`src/inc/hpc_map.svh`:
```
`ifndef HPC_MAP_SVH
`define HPC_MAP_SVH
// ==========================================================
// Register offsets
`define HPC_OFS_CHARGE    8'h06
`define HPC_OFS_REMOVABLE 8'h07
`define HPC_OFS_IN_USE    8'h08
`define HPC_OFS_DEVCFG2   8'h0A
// ==========================================================
// Field positions
`define HPC_OVERRIDE_BIT  7
`define HPC_PORT_MSB      3
// ==========================================================
// Reset values
`define HPC_IN_USE_RST    4'hF
`define HPC_DEVCFG2_RST   8'h00
`define HPC_CHARGE_RST    4'h0
`define HPC_OVR_RST       1'h0
`define HPC_RMBL_RST      4'h0
`define HPC_RDATA_RST     8'h00
`endif

```
`src/inc/hpc_pkg.sv`:
```
package hpc_pkg;
  // ==========================================================
  // Register write request
  typedef struct packed {
    logic       wr;
    logic [7:0] addr;
    logic [7:0] data;
  } hpc_wr_type;
  // Register read request
  typedef struct packed {
    logic       rd;
    logic [7:0] addr;
  } hpc_rd_type;
  // Configuration source mode
  typedef enum logic [1:0] {
    HPC_SRC_PINS,
    HPC_SRC_EEPROM,
    HPC_SRC_SMBUS
  } hpc_src_type;
endpackage : hpc_pkg

```
`src/design/hpc_regs.sv`:
```
`timescale 1ns/1ps
`include "hpc_map.svh"
module hpc_regs (
  // Clock and reset
  input  wire logic               clk,
  input  wire logic               sys_rst,
  // Configuration source, straps and OTP bits
  input  wire hpc_pkg::hpc_src_type src_mode,
  input  wire logic [3:0]         power_charge_strap_pins,
  input  wire logic [3:0]         otp_non_removable,
  // Register access
  input  wire hpc_pkg::hpc_wr_type wr_req,
  input  wire hpc_pkg::hpc_rd_type rd_req,
  output logic [7:0]              rd_data,
  // Configuration outputs
  output logic [3:0]              charge_port_enable,
  output logic [3:0]              port_removable,
  output logic                    removable_override,
  output logic [3:0]              port_in_use,
  output logic [7:0]              device_config_second
);
  import hpc_pkg::*;

  // ==========================================================
  // Strap capture state
  logic       strap_ff;
  logic       nxt_strap;
  // Charge enable state
  logic [3:0] charge_ff;
  logic [3:0] nxt_charge;
  // Removable state
  logic       ovr_ff;
  logic       nxt_ovr;
  logic [3:0] rmbl_ff;
  logic [3:0] nxt_rmbl;
  // Port-used state
  logic [3:0] used_ff;
  logic [3:0] nxt_used;
  // Second device configuration state
  logic [7:0] cfg2_ff;
  logic [7:0] nxt_cfg2;
  // Read data state
  logic [7:0] rdat_ff;
  logic [7:0] nxt_rdat;
  // Qualified write strobes per register
  logic       wr_ok;
  logic       hit_charge;
  logic       hit_removable;
  logic       hit_in_use;
  logic       hit_cfg2;

  // ==========================================================
  // Write address decode
  function automatic logic write_hit(input logic       ok,
                                     input logic [7:0] addr,
                                     input logic [7:0] ofs);
    return ok && (addr == ofs);
  endfunction : write_hit

  // Register read view, reserved bits read zero
  function automatic logic [7:0] read_view(input logic [7:0] addr, input logic [3:0] chg,
                                           input logic ovr, input logic [3:0] rmv,
                                           input logic [3:0] usd, input logic [7:0] c2);
    logic [7:0] v;
    v = 8'h00;
    unique case (addr)
      `HPC_OFS_CHARGE:    v = {4'h0, chg};
      `HPC_OFS_REMOVABLE: v = {ovr, 3'h0, rmv};
      `HPC_OFS_IN_USE:    v = {4'h0, usd};
      `HPC_OFS_DEVCFG2:   v = c2;
      default:            v = 8'h00;
    endcase
    return v;
  endfunction : read_view

  // ==========================================================
  // Write qualification
  // Writes are refused while the straps own the configuration
  assign wr_ok         = wr_req.wr && (src_mode != HPC_SRC_PINS);
  assign hit_charge    = write_hit(wr_ok, wr_req.addr, `HPC_OFS_CHARGE);
  assign hit_removable = write_hit(wr_ok, wr_req.addr, `HPC_OFS_REMOVABLE);
  assign hit_in_use    = write_hit(wr_ok, wr_req.addr, `HPC_OFS_IN_USE);
  assign hit_cfg2      = write_hit(wr_ok, wr_req.addr, `HPC_OFS_DEVCFG2);

  // ==========================================================
  // Strap capture
  // The flag only stands for the first edge after reset release
  always_comb begin
    nxt_strap = 1'b0;
  end

  // Strap flag register
  always_ff @(posedge clk or posedge sys_rst) begin
    if (sys_rst) begin
      strap_ff <= 1'b1;
    end else begin
      strap_ff <= nxt_strap;
    end
  end

  // ==========================================================
  // Charge enables
  // Straps load first, a qualified write in that cycle wins
  always_comb begin
    nxt_charge = charge_ff;
    if (strap_ff) begin
      nxt_charge = power_charge_strap_pins;
    end
    if (hit_charge) begin
      nxt_charge = wr_req.data[`HPC_PORT_MSB:0];
    end
  end

  // Charge enable register
  always_ff @(posedge clk or posedge sys_rst) begin
    if (sys_rst) begin
      charge_ff <= `HPC_CHARGE_RST;
    end else begin
      charge_ff <= nxt_charge;
    end
  end

  // ==========================================================
  // Removable field and override
  // Override and field may land in one write
  always_comb begin
    nxt_ovr  = ovr_ff;
    nxt_rmbl = rmbl_ff;
    if (hit_removable) begin
      nxt_ovr = wr_req.data[`HPC_OVERRIDE_BIT];
      if (wr_req.data[`HPC_OVERRIDE_BIT]) begin
        nxt_rmbl = wr_req.data[`HPC_PORT_MSB:0];
      end
    end
    // Read-only view of the inverted OTP bits while override is clear
    if (!nxt_ovr) begin
      nxt_rmbl = ~otp_non_removable;
    end
  end

  // Removable registers
  always_ff @(posedge clk or posedge sys_rst) begin
    if (sys_rst) begin
      ovr_ff  <= `HPC_OVR_RST;
      rmbl_ff <= `HPC_RMBL_RST;
    end else begin
      ovr_ff  <= nxt_ovr;
      rmbl_ff <= nxt_rmbl;
    end
  end

  // ==========================================================
  // Port-used field
  // Keeping ports 1 and 3 from both being disabled is the host's duty
  always_comb begin
    nxt_used = used_ff;
    if (hit_in_use) begin
      nxt_used = wr_req.data[`HPC_PORT_MSB:0];
    end
  end

  // Port-used register
  always_ff @(posedge clk or posedge sys_rst) begin
    if (sys_rst) begin
      used_ff <= `HPC_IN_USE_RST;
    end else begin
      used_ff <= nxt_used;
    end
  end

  // ==========================================================
  // Second device configuration
  // Fields are kept as one full read/write byte
  always_comb begin
    nxt_cfg2 = cfg2_ff;
    if (hit_cfg2) begin
      nxt_cfg2 = wr_req.data;
    end
  end

  // Second device configuration register
  always_ff @(posedge clk or posedge sys_rst) begin
    if (sys_rst) begin
      cfg2_ff <= `HPC_DEVCFG2_RST;
    end else begin
      cfg2_ff <= nxt_cfg2;
    end
  end

  // ==========================================================
  // Read data
  // A read in the cycle of a write returns the new value
  always_comb begin
    nxt_rdat = rdat_ff;
    if (rd_req.rd) begin
      nxt_rdat = read_view(rd_req.addr, nxt_charge, nxt_ovr, nxt_rmbl,
                           nxt_used, nxt_cfg2);
    end
  end

  // Read data register, holds until the next read
  always_ff @(posedge clk or posedge sys_rst) begin
    if (sys_rst) begin
      rdat_ff <= `HPC_RDATA_RST;
    end else begin
      rdat_ff <= nxt_rdat;
    end
  end

  // ==========================================================

  // Outputs straight from flip-flops
  assign rd_data              = rdat_ff;
  assign charge_port_enable   = charge_ff;
  assign port_removable       = rmbl_ff;
  assign removable_override   = ovr_ff;
  assign port_in_use          = used_ff;
  assign device_config_second = cfg2_ff;
endmodule : hpc_regs

```
`config.mk`:
```
export PLATFORM = sky130hd
export DESIGN_NAME = hpc_regs
export DESIGN_NICKNAME = d
export VERILOG_FILES = /design/src/inc/hpc_pkg.sv /design/src/design/hpc_regs.sv
export VERILOG_INCLUDE_DIRS = /design/src /design/src/inc
export SDC_FILE = /design/constraint.sdc
export NUM_CORES = 1
export LEC_CHECK = 0
export BUFFER_PORTS_ARGS = -buffer_cell sky130_fd_sc_hd__buf_2
export CAP_MARGIN = 10
export CORE_MARGIN = 2
export CORE_UTILIZATION = 40
export DETAILED_ROUTE_END_ITERATION = 10
export PLACE_DENSITY = 0.69
export SLEW_MARGIN = 20
export SYNTH_ARGS = -nofsm -noshare
export SYNTH_HDL_FRONTEND = slang
export SYNTH_SLANG_ARGS = --single-unit
```
`constraint.sdc`:
```
create_clock -name clk -period 4.1 [get_ports clk]
set_clock_uncertainty 0.1 [all_clocks]
set_input_delay 0.82 -clock clk [delete_from_list [all_inputs] [get_ports clk]]
set_output_delay 0.82 -clock clk [all_outputs]
set_load 0.02 [all_outputs]
```
**Word-level counts from Yosys, hierarchy flattened**

Cells that the tools add are included.

- Equality and inequality tests: 8
- Mux-type cells: 9
- Bitwise operators: 1
- Reduce and logical (&&, ||, !) cells: 6

Operator list:

| kind | number |
|---|---|
| $eq 8x3->1 const B | 4 |
| $eq 8x4->1 const B | 4 |
| $pmux 8 s4 | 1 |
| $mux 4 | 6 |
| $mux 8 | 1 |
| $logic_and 1x1->1 | 5 |
| $not 4->4 | 1 |
| $reduce_bool 2->1 | 1 |
| $mux 1 | 1 |

- Register bits after elaboration: 30
- Bits of input ports: 38

**Depth between registers and ports, before layout**

- Depth after elaboration: 6
- Gate-level depth with buffers: 7

**Worst setup path before layout**

No wires, ideal clock.

- Path kind: input -> register
- Start: input port wr_req[13] (netlist bit)
- End: register rdat_ff[1] (netlist: rd_data[1])
- Library setup time: 0.126 ns
- Arrival time: 2.252 ns
- Data required time: 3.874 ns
- Slack: 1.622 ns
- Stages: 6
- Buffers on the path: 0
- Cell sequence: nor3_4 > nand3_1 > nor2_1 > mux2_2 > a211o_1 > a221o_2

- Elaborated cells on any way between the ends: 15

RTL lines:

| what | RTL line | text |
|---|---|---|
| start, declared | hpc_regs.sv:12 | `input wire hpc_pkg::hpc_wr_type wr_req,` |
| $eq 8x3->1 | hpc_regs.sv:57 | `return ok && (addr == ofs);` |
| $logic_and 1x1->1 | hpc_regs.sv:57 |  |
| $mux 4 | hpc_regs.sv:109 | `if (hit_charge) begin` |
| via nxt_charge[1] | hpc_regs.sv:30 | `logic [3:0] nxt_charge;` |
| $pmux 8 s4 | hpc_regs.sv:66 | `unique case (addr)` |
| end signal, assigned | hpc_regs.sv:204 | `` rdat_ff <= `HPC_RDATA_RST; `` |
| end signal, assigned | hpc_regs.sv:206 | `rdat_ff <= nxt_rdat;` |
| end, declared | hpc_regs.sv:43 | `logic [7:0] rdat_ff;` |

The timed path passes the listed nets, and every way through them passes these cells.
A chain may end at the register's enable or synchronous reset.

**Worst setup path in the final report**

- Start: input port wr_req[13] (netlist bit)
- End: register rdat_ff[3] (netlist: rd_data[3])

- Word-level cells in the longest chain between the ends: 5
- Elaborated cells on any way between the ends: 15

Ends and longest elaborated chain:

| what | RTL line | text |
|---|---|---|
| $eq 8x3->1 | hpc_regs.sv:57 |  |
| $logic_and 1x1->1 | hpc_regs.sv:57 |  |
| $mux 4 / $mux 1 (equally long branches) | hpc_regs.sv:129 | `if (hit_removable) begin` |
| $mux 4 | hpc_regs.sv:136 | `if (!nxt_ovr) begin` |
| $pmux 8 s4 * | hpc_regs.sv:66 |  |

Mark *: on every way between the ends. The rest lies on a longest branch, timed or not.

==> summary.txt <==
clock network fraction of total power -> 0.403
CP Launch Type -> input port
slack of the critical path -> 1.54 ns
Max FO, Critical Path -> 12
Core Area -> 3740 µm²
Final Core Density -> 0.556
Finished Cell Area -> 2080 µm²
R2R depth -> 4
CTS-repair resized insts -> 0
antenna violations before repair -> 0
Final Slew Violations -> 0
die width -> 67.2 µm
Setup-failing EPs final -> 0
die area -> 4520 µm²
CP Class -> input port to flip-flop
Ports -> 67
post-synthesis adder-cell area fraction -> 0
first-pass GRT wire length -> 6090 µm
main combinational cell family by area after synthesis -> multiplexers
via count -> 1,321
Net Sw Frac -> 0.240
placed cell area -> 1970 µm²
total global-route track usage -> 0.183
sequential share of the synthesized area -> 0.473
DR vias/cell -> 5.14
Setup Buffers After CTS -> 0
CTS Hold Bufs -> 0
Post-Route WL -> 3640 µm
fmax -> 391 MHz
Synth Area in XOR/XNOR -> 0
layout cells sized above 1 -> 0.550
mux cell area share after synthesis -> 0.178
Pre-Repair DR Iteration Count -> 4
clock tree buffer depth -> 2
post-synthesis cell count -> 137
status -> completed
MaxCap Viol Count -> 0
YS warnings -> 0
fillers -> 373
wire per inst -> 14.1 µm
CTS Sinks -> 30
Slew @ Worst Pin -> 0.611 ns
largest net degree at the start of global routing -> 31
Netlist cell types -> 43
area growth from synthesis to layout -> 30.3%
final hold violation count -> 0
cts bufs inserted -> 5
initial DRC count -> 37
unrepaired setup endpoints after global routing -> false
Clk Tree Root Cell -> clkbuf_8
Synth Cell Area -> 1600 µm²
total internal power -> 0.515 mW
worst vdd ir -> 0.199 mV
P_leak -> 1.04 nW
Clk pin slew, worst setup/hold paths -> 0.06 ns
sequential power share -> 0.467
Logic pwr share -> 0.130
# port buffers -> 66
post-layout min period -> 2.56 ns
setup TNS -> 0 ns
dpl ws -> 1.23 ns
mean area per synthesized cell -> 11.7 µm²
Routed Antenna Nets -> 0
Data required, critical path -> 4.16 ns
Chip Height -> 67.2 µm
GPL Wtd Cong -> 0.885
Placement Rows -> 22
Sw Pwr -> 0.163 mW
CP endpoint kind -> flip-flop
DPL Wire Length -> 2810 µm
antenna diode count -> 0
Critical Path AT -> 2.62 ns
nets -> 246
syn_nets -> 175
worst hold path type -> flip-flop to flip-flop
H-tree Lvls -> 2
CTS tree -> yes
P per Cell Area -> 325 nW/µm²
Seq cells post-synth -> 30
global route overflow -> 0
worst skew pair latency -> 0.27 ns
flop2flop setup slack -> 2.07 ns
initial core utilization -> 0.427
Synth Area in Simple Gates -> 0.152
hold path depth -> 1
Slew headroom -> 0.592
post-synthesis compound-gate area fraction -> 0.159
DR DRC count -> 0
Tcrit/Tclk final -> 0.624
vias in the first global route -> 1,301
[cells in the final DEF, fill, tap and decap left out, drive strengths merged]
cell type / count
nor4: 1
or3b: 1
o2111ai: 1
a21oi: 4
nand4b: 1
buf: 67
and3: 1
o21ai: 2
and2: 1
a31oi: 1
clkbuf: 8
a211o: 3
o211a: 1
dfstp: 5
nor3: 5
o211ai: 2
a211oi: 2
dfrtp: 25
inv: 9
or3: 1
o22ai: 4
nor2b: 3
mux2: 19
a22o: 4
conb: 1
mux2i: 7
nand3: 2
o2bb2ai: 1
nand3b: 1
or4: 1
o31ai: 1
nor2: 5
a221o: 4
nand2: 15
[sequential cells by signal (all words and copies together), names as in the netlist]
name / cells
device_config_second: 8
rd_data: 8
charge_port_enable: 4
port_in_use: 4
port_removable: 4
removable_override: 1
strap_ff: 1
[power groups by stage]
| stage | sequential (mW) | clock [mW] | combinational, mW |
|---|---|---|---|
| 2_1_floorplan | 0.335 | 0 | 0.0315 |
| 5_1_grt | 0.318 | 0.297 | 0.0969 |
| 3_5_place_dp | 0.322 | 0 | 0.0888 |
| 3_3_place_gp | 0.322 | 0 | 0.0876 |
| 6_report | 0.317 | 0.273 | 0.0879 |
| 4_1_cts | 0.317 | 0.282 | 0.0890 |
[cell type report]
type | instances | area, µm² | share of cell area
clock buffer | 8 | 110 | 0.0529
inverter | 9 | 33.8 | 0.0162
multi-input combinational | 95 | 785 | 0.377
sequential | 30 | 757 | 0.363
tap | 48 | 60.1 | 0.0288
timing repair buffer | 67 | 338 | 0.162
[routing by layer]
layer,wire length [µm],global-route usage
met3,206,0.0500
met2,1590,0.267
met4,44,0.0536
met5,0,0
met1,1800,0.264
[worst max-delay path: stages]
cell	delay [ns]
buf_2	0.11
nor3_4	0.21
nand3_2	0.16
nor2_2	0.51
mux2i_1	0.15
a211o_1	0.31
a221o_2	0.33
[cells in the mapped netlist]
library cell,instances,area share
nor2b_1,3,0.012
nor2_1,4,0.0094
nand4b_1,1,0.0055
o31ai_1,1,0.0047
o21ai_0,1,0.0031
a211oi_2,1,0.0078
mux2i_1,7,0.044
nand3_2,1,0.0063
a221o_2,2,0.014
o21ai_1,1,0.0031
buf_2,1,0.0031
inv_2,1,0.0023
nor2_2,1,0.0039
or3_4,1,0.0070
and3_2,1,0.0047
buf_4,1,0.0047
nand2_1,15,0.035
nand3_1,1,0.0031
dfstp_2,5,0.082
o211ai_1,2,0.0094
or4_4,1,0.0070
nand3b_1,1,0.0047
conb_1,1,0.0023
o2bb2ai_1,1,0.0055
a31oi_1,1,0.0039
nor4_1,1,0.0039
nor3_1,1,0.0031
nor3_2,1,0.0063
nor3_4,3,0.031
a221o_1,2,0.013
and2_0,1,0.0039
o211a_1,1,0.0063
o22ai_1,4,0.016
a21oi_1,4,0.013
dfrtp_1,25,0.39
a22o_1,4,0.022
buf_6,1,0.0070
inv_1,8,0.019
a211o_1,3,0.016
or3b_2,1,0.0055
a211oi_4,1,0.013
mux2_2,19,0.13
o2111ai_2,1,0.0094
[through the flow]
stage / total power, mW / instances / hold slack (ns)
final: 0.677 / 257 / 0.413
after global routing: 0.712 / 257 / 0.439
after detailed placement: 0.411 / 249 / 0.395
after global placement: 0.409 / 249 / 0.398
after CTS: 0.688 / 257 / 0.420
after floorplan: 0.367 / 137 / 0.526
[cell families after synthesis]
group	after synthesis
AO/OA/AOI/OAI	30
AND/OR/NAND/NOR	38
multiplexers	26
other	1
buffers and inverters	12
flip-flops	30
[path summary, 6_finish.rpt]
check,to,from
hold reg to reg,rd_data[4],rd_data[4]
max in group asynchronous,strap_ff,sys_rst
hold / removal,rd_data[4],rd_data[4]
min in group asynchronous,charge_port_enable[2],sys_rst
setup / recovery,rd_data[3],wr_req[13]
setup reg to reg,rd_data[3],strap_ff
(Power assumes the default switching activity.)
